### config.mk
export PLATFORM = sky130hd
export DESIGN_NAME = i2c_four_channel_switch_ctrl
export DESIGN_NICKNAME = d
export VERILOG_FILES = /design/src/rtl/switch_pkg.sv /design/src/rtl/line_repeater.sv /design/src/rtl/i2c_four_channel_switch_ctrl.sv
export SDC_FILE = /design/constraint.sdc
export NUM_CORES = 1
export LEC_CHECK = 0
export ABC_AREA = 1
export BUFFER_PORTS_ARGS = -buffer_cell sky130_fd_sc_hd__buf_2
export CORE_MARGIN = 1
export CORE_UTILIZATION = 51
export CTS_BUF_LIST = sky130_fd_sc_hd__clkbuf_2 sky130_fd_sc_hd__clkbuf_4 sky130_fd_sc_hd__clkbuf_8
export DETAILED_ROUTE_END_ITERATION = 6
export PLACE_DENSITY = 0.72
export SLEW_MARGIN = 5
export SYNTH_ARGS = -nofsm -noshare
export SYNTH_HDL_FRONTEND = slang
export SYNTH_HIERARCHICAL = 1
export SYNTH_SLANG_ARGS = --single-unit
export TNS_END_PERCENT = 30
### constraint.sdc
create_clock -name ref_clk_in -period 1.8 [get_ports ref_clk_in]
set_input_delay 0.18 -clock ref_clk_in [delete_from_list [all_inputs] [get_ports ref_clk_in]]
set_output_delay 0.18 -clock ref_clk_in [all_outputs]
set_load 0.005 [all_outputs]
### src/rtl/switch_pkg.sv
//------------------------------------------------------------------------------
// Notes on behaviour
// RULE_01: Upstream clock/data pair connects to any subset of four channel pairs.
// RULE_02: Combined interrupt output is the AND of four active-low inputs.
// RULE_03: Reset pin or power-on reset idles the slave and deselects all.
// RULE_04: After power-up all four downstream channels are disconnected.
// RULE_05: Two address pins form the low slave address bits; board ties them.
// RULE_06: Last address bit 1 means read, 0 means write.
// RULE_07: Each written data byte is stored; the last one wins.
// RULE_08: Control register is writable and readable over the serial bus.
// RULE_09: Bits zero to three enable their channel; any combination allowed.
// RULE_10: New channel selection becomes active only after a STOP.
// RULE_11: Interrupt inputs are seen whether or not their channel is enabled.
// RULE_12: Bits four to seven report interrupts of channels zero to three.
// RULE_13: A read loads current interrupt inputs; 1 means asserted.
// RULE_14: Combined interrupt output is open-drain, pulled low on any interrupt.
// RULE_15: Master reads status, enables channel, queries every device there.
// RULE_16: Interrupt inputs double as general inputs readable in status bits.
// RULE_17: Serial slave works from zero up to 400 kHz clock rate.
// RULE_18: Device acknowledges address and each received byte by pulling low.
// RULE_19: Reset pin held low long enough clears registers, state, channels.
// RULE_20: Released power-on reset leaves control register all zero.
// RULE_21: Fixed upper address bits plus pin bits; only a match is acked.
// RULE_22: Writes to the status bits are ignored; reads show sampled inputs.
//------------------------------------------------------------------------------
package switch_pkg;

  //----------------------------------------------------------------------------
  // Sizes and timing
  //----------------------------------------------------------------------------
  localparam int         CHANNELS       = 4;
  localparam int         CLK_PERIOD_NS  = 8;
  // Guard time after releasing a line, longer than pad plus sync lag
  localparam int         SETTLE_TIME_NS = 40;
  localparam int         SETTLE_CYC     =
    (SETTLE_TIME_NS + CLK_PERIOD_NS - 1) / CLK_PERIOD_NS;
  localparam logic [2:0] SETTLE_LOAD    = 3'(SETTLE_CYC);
  localparam logic [2:0] BIT_LAST       = 3'h7;
  localparam logic [2:0] BIT_FIRST      = 3'h0;

  //----------------------------------------------------------------------------
  // Addressing
  //----------------------------------------------------------------------------
  localparam logic [4:0] ADDR_FIXED     = 5'h15;
  localparam logic       RW_READ        = 1'b1;

  //----------------------------------------------------------------------------
  // Control byte layout
  //----------------------------------------------------------------------------
  typedef struct packed {
    logic [3:0] irq_stat;
    logic [3:0] chan_sel;
  } ctrl_byte_t;

  localparam ctrl_byte_t CTRL_RESET = '{irq_stat: 4'h0, chan_sel: 4'h0};
  localparam logic [3:0] SEL_NONE   = 4'h0;

  //----------------------------------------------------------------------------
  // State machines
  //----------------------------------------------------------------------------
  typedef enum logic [2:0] {
    S_IDLE,
    S_ADDR,
    S_ADDR_ACK,
    S_WR_DATA,
    S_WR_ACK,
    S_RD_DATA,
    S_RD_ACK
  } slave_state_t;

  typedef enum logic [1:0] {
    R_IDLE,
    R_UP_OWNS,
    R_DN_OWNS,
    R_SETTLE
  } rpt_state_t;

  function automatic logic addr_match(input logic [6:0] addr7,
                                      input logic [1:0] pins);
    return addr7 == {ADDR_FIXED, pins};
  endfunction : addr_match

endpackage : switch_pkg

### src/rtl/line_repeater.sv
`timescale 1ns/1ns
module line_repeater #(
  parameter int CHANS = switch_pkg::CHANNELS
) (
  input  wire logic             ref_clk_in,
  input  wire logic             rst_in,
  input  wire logic             up_in,
  input  wire logic             local_low_in,
  input  wire logic [CHANS-1:0] dn_in,
  input  wire logic [CHANS-1:0] en_in,
  output logic                  up_oe_n_out,
  output logic      [CHANS-1:0] dn_oe_n_out,
  output logic                  up_level_out
);

  //----------------------------------------------------------------------------
  // Pin synchronisers
  //----------------------------------------------------------------------------
  logic                    up_meta_reg;
  logic                    up_sync_reg;
  logic [CHANS-1:0]        dn_meta_reg;
  logic [CHANS-1:0]        dn_sync_reg;
  switch_pkg::rpt_state_t  state_reg;
  switch_pkg::rpt_state_t  state_next;
  logic [2:0]              settle_reg;
  logic [2:0]              settle_next;
  logic                    up_oe_n_reg;
  logic [CHANS-1:0]        dn_oe_n_reg;
  wire logic               dn_low_any;

  always_ff @(posedge ref_clk_in)
  begin
    up_meta_reg <= up_in;
    up_sync_reg <= up_meta_reg;
    dn_meta_reg <= dn_in;
    dn_sync_reg <= dn_meta_reg;
  end

  // Disabled channels are invisible to the upstream side
  assign dn_low_any = |(~dn_sync_reg & en_in); // RULE_01

  //----------------------------------------------------------------------------
  // Ownership of the low level
  //----------------------------------------------------------------------------
  // Whichever side pulled low first owns the line until it lets go; the
  // settle window stops our own release from echoing back as a new low.
  always_comb
  begin
    state_next  = state_reg;
    settle_next = settle_reg;
    case (state_reg)
      switch_pkg::R_IDLE:
      begin
        if (!up_sync_reg)
          state_next = switch_pkg::R_UP_OWNS;
        else if (dn_low_any)
          state_next = switch_pkg::R_DN_OWNS;
      end
      switch_pkg::R_UP_OWNS:
      begin
        if (up_sync_reg)
        begin
          state_next  = switch_pkg::R_SETTLE;
          settle_next = switch_pkg::SETTLE_LOAD; // RULE_17
        end
      end
      switch_pkg::R_DN_OWNS:
      begin
        if (!dn_low_any)
        begin
          state_next  = switch_pkg::R_SETTLE;
          settle_next = switch_pkg::SETTLE_LOAD; // RULE_17
        end
      end
      switch_pkg::R_SETTLE:
      begin
        if (settle_reg == 3'h0)
          state_next = switch_pkg::R_IDLE;
        else
          settle_next = settle_reg - 3'h1;
      end
      default:
        state_next = switch_pkg::R_IDLE;
    endcase
  end

  always_ff @(posedge ref_clk_in)
  begin
    if (rst_in)
    begin
      state_reg   <= switch_pkg::R_IDLE;
      settle_reg  <= 3'h0;
      up_oe_n_reg <= 1'b1;
      dn_oe_n_reg <= {CHANS{1'b1}};
    end
    else
    begin
      state_reg   <= state_next;
      settle_reg  <= settle_next;
      up_oe_n_reg <= ~(local_low_in |
                       (state_next == switch_pkg::R_DN_OWNS));
      dn_oe_n_reg <= ~({CHANS{state_next == switch_pkg::R_UP_OWNS}}
                       & en_in); // RULE_01
    end
  end

  assign up_oe_n_out  = up_oe_n_reg;
  assign dn_oe_n_out  = dn_oe_n_reg;
  assign up_level_out = up_sync_reg;

endmodule : line_repeater

### src/rtl/i2c_four_channel_switch_ctrl.sv
`timescale 1ns/1ns
module i2c_four_channel_switch_ctrl #(
  parameter int CHANS = switch_pkg::CHANNELS
) (
  input  wire logic             ref_clk_in,
  input  wire logic             reset_in,
  input  wire logic             rst_pin_n_in,
  input  wire logic             addr_pin_lo_in,
  input  wire logic             addr_pin_hi_in,
  input  wire logic             irq_in_ch0_n_in,
  input  wire logic             irq_in_ch1_n_in,
  input  wire logic             irq_in_ch2_n_in,
  input  wire logic             irq_in_ch3_n_in,
  input  wire logic             up_scl_in,
  output logic                  up_scl_out,
  output logic                  up_scl_oe_n_out,
  input  wire logic             up_sda_in,
  output logic                  up_sda_out,
  output logic                  up_sda_oe_n_out,
  input  wire logic [CHANS-1:0] down_clk_line_in,
  output logic      [CHANS-1:0] down_clk_line_out,
  output logic      [CHANS-1:0] down_clk_line_oe_n_out,
  input  wire logic [CHANS-1:0] down_dat_line_in,
  output logic      [CHANS-1:0] down_dat_line_out,
  output logic      [CHANS-1:0] down_dat_line_oe_n_out,
  output logic                  irq_n_out,
  output logic                  irq_oe_n_out,
  output logic      [CHANS-1:0] active_sel_out
);

  //----------------------------------------------------------------------------
  // Pin synchronisers
  //----------------------------------------------------------------------------
  logic                      rst_pin_meta_reg;
  logic                      rst_pin_sync_reg;
  logic                      rst_hold_reg;
  logic [3:0]                irq_meta_reg;
  logic [3:0]                irq_sync_reg;
  logic [1:0]                addr_meta_reg;
  logic [1:0]                addr_sync_reg;
  wire logic                 rst_all;
  wire logic [3:0]           irq_now;

  always_ff @(posedge ref_clk_in)
  begin
    if (reset_in)
    begin
      rst_pin_meta_reg <= 1'b1;
      rst_pin_sync_reg <= 1'b1;
      rst_hold_reg     <= 1'b1;
    end
    else
    begin
      rst_pin_meta_reg <= rst_pin_n_in;
      rst_pin_sync_reg <= rst_pin_meta_reg;
      rst_hold_reg     <= ~rst_pin_sync_reg; // RULE_19
    end
  end

  always_ff @(posedge ref_clk_in)
  begin
    irq_meta_reg  <= {irq_in_ch3_n_in, irq_in_ch2_n_in,
                      irq_in_ch1_n_in, irq_in_ch0_n_in};
    irq_sync_reg  <= irq_meta_reg;
    addr_meta_reg <= {addr_pin_hi_in, addr_pin_lo_in};
    addr_sync_reg <= addr_meta_reg;
  end

  // Either reset source clears the whole slave and the switch
  assign rst_all = reset_in | rst_hold_reg; // RULE_03
  // Inputs seen regardless of channel enable, usable as plain inputs
  assign irq_now = ~irq_sync_reg; // RULE_11 RULE_16

  //----------------------------------------------------------------------------
  // Upstream and downstream line repeaters
  //----------------------------------------------------------------------------
  logic                      sda_pull_reg;
  logic [CHANS-1:0]          sel_active_reg;
  wire logic                 scl_level;
  wire logic                 sda_level;

  line_repeater #(
    .CHANS        (CHANS)
  ) u_clk_rpt (
    .ref_clk_in   (ref_clk_in),
    .rst_in       (rst_all),
    .up_in        (up_scl_in),
    .local_low_in (1'b0),
    .dn_in        (down_clk_line_in),
    .en_in        (sel_active_reg),
    .up_oe_n_out  (up_scl_oe_n_out),
    .dn_oe_n_out  (down_clk_line_oe_n_out),
    .up_level_out (scl_level)
  );

  line_repeater #(
    .CHANS        (CHANS)
  ) u_dat_rpt (
    .ref_clk_in   (ref_clk_in),
    .rst_in       (rst_all),
    .up_in        (up_sda_in),
    .local_low_in (sda_pull_reg),
    .dn_in        (down_dat_line_in),
    .en_in        (sel_active_reg),
    .up_oe_n_out  (up_sda_oe_n_out),
    .dn_oe_n_out  (down_dat_line_oe_n_out),
    .up_level_out (sda_level)
  );

  // Open-drain pins only ever drive low
  assign up_scl_out        = 1'b0;
  assign up_sda_out        = 1'b0;
  assign down_clk_line_out = {CHANS{1'b0}};
  assign down_dat_line_out = {CHANS{1'b0}};

  //----------------------------------------------------------------------------
  // Bus condition detection
  //----------------------------------------------------------------------------
  logic                      scl_prev_reg;
  logic                      sda_prev_reg;
  wire logic                 scl_rise;
  wire logic                 scl_fall;
  wire logic                 start_seen;
  wire logic                 stop_seen;

  always_ff @(posedge ref_clk_in)
  begin
    if (rst_all)
    begin
      scl_prev_reg <= 1'b1;
      sda_prev_reg <= 1'b1;
    end
    else
    begin
      scl_prev_reg <= scl_level;
      sda_prev_reg <= sda_level;
    end
  end

  assign scl_rise   = scl_level & ~scl_prev_reg;
  assign scl_fall   = ~scl_level & scl_prev_reg;
  assign start_seen = scl_level & scl_prev_reg & sda_prev_reg & ~sda_level;
  assign stop_seen  = scl_level & scl_prev_reg & ~sda_prev_reg & sda_level;

  //----------------------------------------------------------------------------
  // Serial slave
  //----------------------------------------------------------------------------
  switch_pkg::slave_state_t  state_reg;
  switch_pkg::slave_state_t  state_next;
  switch_pkg::ctrl_byte_t    ctrl_reg;
  switch_pkg::ctrl_byte_t    ctrl_next;
  logic [2:0]                bit_cnt_reg;
  logic [2:0]                bit_cnt_next;
  logic [7:0]                shift_reg;
  logic [7:0]                shift_next;
  logic                      byte_done_reg;
  logic                      byte_done_next;
  logic                      rw_reg;
  logic                      rw_next;
  logic                      nack_reg;
  logic                      nack_next;
  logic                      sel_dirty_reg;
  logic                      sel_dirty_next;
  logic [CHANS-1:0]          sel_active_next;
  logic                      sda_pull_next;
  wire logic [7:0]           rx_shift;
  wire logic [2:0]           bit_cnt_inc;
  wire logic                 last_bit;
  wire logic [7:0]           rd_byte;

  assign rx_shift    = {shift_reg[6:0], sda_level};
  assign bit_cnt_inc = bit_cnt_reg + 3'h1;
  assign last_bit    = bit_cnt_reg == switch_pkg::BIT_LAST;
  assign rd_byte     = {irq_now, ctrl_reg.chan_sel}; // RULE_12 RULE_13

  always_comb
  begin
    state_next      = state_reg;
    ctrl_next       = ctrl_reg;
    bit_cnt_next    = bit_cnt_reg;
    shift_next      = shift_reg;
    byte_done_next  = byte_done_reg;
    rw_next         = rw_reg;
    nack_next       = nack_reg;
    sel_dirty_next  = sel_dirty_reg;
    sel_active_next = sel_active_reg;
    if (start_seen)
    begin
      state_next     = switch_pkg::S_ADDR;
      bit_cnt_next   = switch_pkg::BIT_FIRST;
      byte_done_next = 1'b0;
    end
    else if (stop_seen)
    begin
      state_next = switch_pkg::S_IDLE;
      // Connecting only at STOP keeps every line high at switch-over
      if (sel_dirty_reg)
      begin
        sel_active_next = ctrl_reg.chan_sel; // RULE_10 RULE_09
        sel_dirty_next  = 1'b0;
      end
    end
    else
    begin
      case (state_reg)
        switch_pkg::S_IDLE:
          state_next = switch_pkg::S_IDLE;
        switch_pkg::S_ADDR, switch_pkg::S_WR_DATA:
        begin
          if (scl_rise)
          begin
            shift_next     = rx_shift;
            bit_cnt_next   = bit_cnt_inc;
            byte_done_next = last_bit;
          end
          else if (scl_fall && byte_done_reg)
          begin
            byte_done_next = 1'b0;
            if (state_reg == switch_pkg::S_WR_DATA)
            begin
              // Upper status bits are not writable
              ctrl_next.chan_sel = shift_reg[3:0]; // RULE_07 RULE_22 RULE_08
              sel_dirty_next     = 1'b1;
              state_next         = switch_pkg::S_WR_ACK;
            end
            else if (switch_pkg::addr_match(shift_reg[7:1],
                                            addr_sync_reg)) // RULE_21 RULE_05
            begin
              rw_next    = shift_reg[0]; // RULE_06
              state_next = switch_pkg::S_ADDR_ACK;
            end
            else
              state_next = switch_pkg::S_IDLE;
          end
        end
        switch_pkg::S_ADDR_ACK, switch_pkg::S_RD_ACK:
        begin
          if (scl_rise)
            nack_next = sda_level;
          else if (scl_fall)
          begin
            bit_cnt_next = switch_pkg::BIT_FIRST;
            if (state_reg == switch_pkg::S_ADDR_ACK &&
                rw_reg != switch_pkg::RW_READ)
              state_next = switch_pkg::S_WR_DATA;
            else if (state_reg == switch_pkg::S_RD_ACK && nack_reg)
              state_next = switch_pkg::S_IDLE;
            else
            begin
              // Inputs are caught once per byte, at its first bit
              ctrl_next.irq_stat = irq_now; // RULE_13
              shift_next         = rd_byte; // RULE_08
              state_next         = switch_pkg::S_RD_DATA;
            end
          end
        end
        switch_pkg::S_WR_ACK:
        begin
          if (scl_fall)
          begin
            bit_cnt_next = switch_pkg::BIT_FIRST;
            state_next   = switch_pkg::S_WR_DATA;
          end
        end
        switch_pkg::S_RD_DATA:
        begin
          if (scl_rise)
          begin
            bit_cnt_next   = bit_cnt_inc;
            byte_done_next = last_bit;
          end
          else if (scl_fall)
          begin
            if (byte_done_reg)
            begin
              byte_done_next = 1'b0;
              state_next     = switch_pkg::S_RD_ACK;
            end
            else
              shift_next = {shift_reg[6:0], 1'b0};
          end
        end
        default:
          state_next = switch_pkg::S_IDLE;
      endcase
    end
  end

  // Data line pull follows the next state so it changes with SCL low
  always_comb
  begin
    case (state_next)
      switch_pkg::S_ADDR_ACK, switch_pkg::S_WR_ACK:
        sda_pull_next = 1'b1; // RULE_18
      switch_pkg::S_RD_DATA:
        sda_pull_next = ~shift_next[7];
      default:
        sda_pull_next = 1'b0;
    endcase
  end

  always_ff @(posedge ref_clk_in)
  begin
    if (rst_all)
    begin
      state_reg      <= switch_pkg::S_IDLE; // RULE_03
      ctrl_reg       <= switch_pkg::CTRL_RESET; // RULE_20
      sel_active_reg <= switch_pkg::SEL_NONE; // RULE_04 RULE_19
      bit_cnt_reg    <= switch_pkg::BIT_FIRST;
      shift_reg      <= 8'h00;
      byte_done_reg  <= 1'b0;
      rw_reg         <= 1'b0;
      nack_reg       <= 1'b0;
      sel_dirty_reg  <= 1'b0;
      sda_pull_reg   <= 1'b0;
    end
    else
    begin
      state_reg      <= state_next;
      ctrl_reg       <= ctrl_next;
      sel_active_reg <= sel_active_next;
      bit_cnt_reg    <= bit_cnt_next;
      shift_reg      <= shift_next;
      byte_done_reg  <= byte_done_next;
      rw_reg         <= rw_next;
      nack_reg       <= nack_next;
      sel_dirty_reg  <= sel_dirty_next;
      sda_pull_reg   <= sda_pull_next;
    end
  end

  //----------------------------------------------------------------------------
  // Combined interrupt output
  //----------------------------------------------------------------------------
  logic                      irq_oe_n_reg;

  always_ff @(posedge ref_clk_in)
  begin
    if (rst_all)
      irq_oe_n_reg <= 1'b1;
    else
      irq_oe_n_reg <= &irq_sync_reg; // RULE_02 RULE_14
  end

  assign irq_n_out      = 1'b0;
  assign irq_oe_n_out   = irq_oe_n_reg;
  assign active_sel_out = sel_active_reg;

endmodule : i2c_four_channel_switch_ctrl

==> metrics.md <==
| Metric | Value |
|---|---|
| Run status | finished with violations |
| Failing checks | DRC |
| Max IR drop VDD | 0.7080 mV |
| RSZ-0062 raised after global routing | true |
| Die area | 7062 sq um |
| CP Max Fanout | 4 |
| Cts bufs inserted | 9 |
| Clock Tree Buf Depth | 2 |
| Initial core utilization | a little over half |
| IO buf count | 33 |
| Clk sinks | 85 |
| Final Hold Fails | 0 |
| CORE AREA | roughly 6400 sq um |
| Synth Register Bits | 85 |
| Antenna-violating nets left | 0 |
| Routability cong. | approximately 1 |
| Iter 0 DRT Violations | 151 |
| Fmax | 568.3 MHz |
| Number of global-route vias before repair | about 2800 |
| Area Growth Syn to Fin | 27.01% |
| Commonest non-fill, non-tap cell in the layout | nand2_1 |
| Die height | 84.04 microns |
| Maxcap violations | 0 |
| Drt pass-1 iters | 6 |
| Synth Area per Inst | 8.038 sq um |
| Largest net degree at the start of global routing | 19 |
| Overall power | about 0.0036 W |
| CP max stage cell | dfxtp_4 |
| Clock Skew | ~0.013 ns |
| Clk_lat worst skew | 0.36 ns |
| CTS H-tree lvls | 3 |
| Initial antenna violation count | 0 |
| Row count | 29 |
| Most frequent cells in the layout | 83 x nand2_1, 81 x dfxtp_1, 50 x inv_1, 33 x buf_2, 28 x nand3_1 |
| Synthesized area | 3432 sq um |
| Io pins | 45 |
| Netlist cell types | 37 |
| DR vias/cell | 5.039 |
| Max-slew violations | 0 |
| Max incr delay on CP | 0.37 ns |
| Ys Warns | 6 |
| Final period util | 97.76% |
| DRC | 6 |
| Worst EP arrival | 2.01 ns |
| GRT Total Usage | 22.50% |
| Die X-Extent | 84.04 microns |
| First-pass GRT wire length | 12.37 mm |
| Final min period | 1.760 ns |
| Sum Neg Setup Slack | 0 ns |
| CP startpoint kind | register |
| CP Data Required Time | 2.06 ns |
| Post-DP Area | roughly 3800 sq um |
| Final instance area | 4359 sq um |
| Detailed Route WL | 7.643 mm |
| HPWL Detailed | around 5.3 mm |
| Worst-path cell chain | buf_6, ha_4, nand2_4, inv_4, buf_6, nand3_4, nor2_4, buf_4, buf_4, nand2_1, o21ai_2, o21ai_1, a21oi_1 |
| Gate Count Post-Synth | 427 |
| CTS tree | done |
| Hold WC Path Type | input pin to register |
| Routed len/inst | 12.80 microns |
| Hold slack final | around 0.030 ns |
| Part of the Yosys area used for sequential elements | 49.58% |
| Antenna cells | 0 |
| Clk slew on worst S/H paths | 0.09 ns |
| # setup viols final | 0 |
| Max FFs per register | 8 |
| Via count | 3008 |
| GRT Residual Overflow | 0 |
| Leak Pwr | 1.952 nW |
| NumNets Final | between 500 and 600 |
| Root Driver | clkbuf_8 |
| Kind of critical path | register to register |
| Share of layout cells above drive strength 1 | roughly a quarter |
| PwrDens | 825.3 nW/um^2 |
| CP Capture Type | register |
==> synth_stat cells (all sizes together) <==
cell | number | share of area [%]
nand2 | 91 | 11
dfxtp | 85 | 50
inv | 60 | 6.6
nor2 | 39 | 5.1
nand3 | 33 | 5.2
a21oi | 29 | 4.4
o21ai | 28 | 4.1
buf | 14 | 3.2
ha | 9 | 3.3
nand4 | 8 | 1.6
nor3 | 6 | 1.0
or2 | 6 | 1.2
o211ai | 5 | 1.4
a31oi | 3 | 0.73
o22ai | 3 | 0.55
nand3b | 2 | 0.44
a211oi | 1 | 0.22
a22oi | 1 | 0.22
and2 | 1 | 0.18
clkbuf | 1 | 0.11
clkinv | 1 | 0.11
conb | 1 | 0.11
==> cell type report <==
type | count | area (sq um)
inverter | 61 | 231.5
clock buffer | 10 | 137.6
sequential | 85 | 1709
clock inverter | 6 | 76.32
multi-input combinational | 278 | 1536
tap | 77 | 96.34
fill | 529 | 2063
timing repair buffer | 80 | 571.8
==> kinds of logic after synthesis <==
family	after synthesis	synth area share (%)
compound gates	70	11.63
fa+ha+maj	9	3.281
buf+inv	76	9.952
flops	85	49.58
other cells	1	0.1093
simple gates	186	25.45
==> timing repair <==
action                                 in CTS  in global routing
hold buffers                               17                  0
buffers inserted                            0                  8
resized for setup                           1                 37
setup endpoints to repair                   5                 17
cloned                                      0                  1
endpoints found under the hold margin      17                  0
pin swaps                                   0                 13
==> where the power goes <==
group / leakage [nW] / switching [W] / internal (W)
Sequential: 0.700 / 0.0000250 / 0.00193
Combinational: 1.14 / 0.000120 / 0.000107
Clock: 0.110 / 0.000710 / 0.000705
==> through the flow <==
step	std cells	util (%)	worst slack, ns
final	597	67.87	0.04023
after global routing	597	67.87	-0.05609
after CTS	588	64.99	0.02779
after detailed placement	555	58.97	-0.03590
after global placement	555	58.97	0.04610
after floorplan	438	-	0.1664
==> critical path: cells and delay by family, from the launching register on <==
family	cells	cell delay, ns
buffers and inverters	5	0.53
DFF	1	0.37
adders and majority gates	1	0.17
AOI/OAI and AO/OA	3	0.27
and+or+nand+nor	4	0.31
==> per-layer routing <==
metal  global-route usage (%)  vias up  wire, microns
met2                    37.56      100           3670
met5                        0        -              0
met4                    8.621        0            140
li1                         -     1539              -
met3                    6.924       12            415
met1                    27.11     1357           3417
==> final timing paths <==
| kind | start | endpoint | slack, ns | depth (start not counted) |
|---|---|---|---|---|
| min reg2reg | u_clk_rpt/dn_meta_reg[2] | u_clk_rpt/dn_sync_reg[2] | 0.33 | 0 |
| max reg2reg | scl_prev_reg | shift_reg[3] | 0.04 | 13 |
| min | reset_in | rst_hold_reg | 0.03 | 3 |
| max | scl_prev_reg | shift_reg[3] | 0.04 | 13 |
Power figures use the tool's default switching activity.
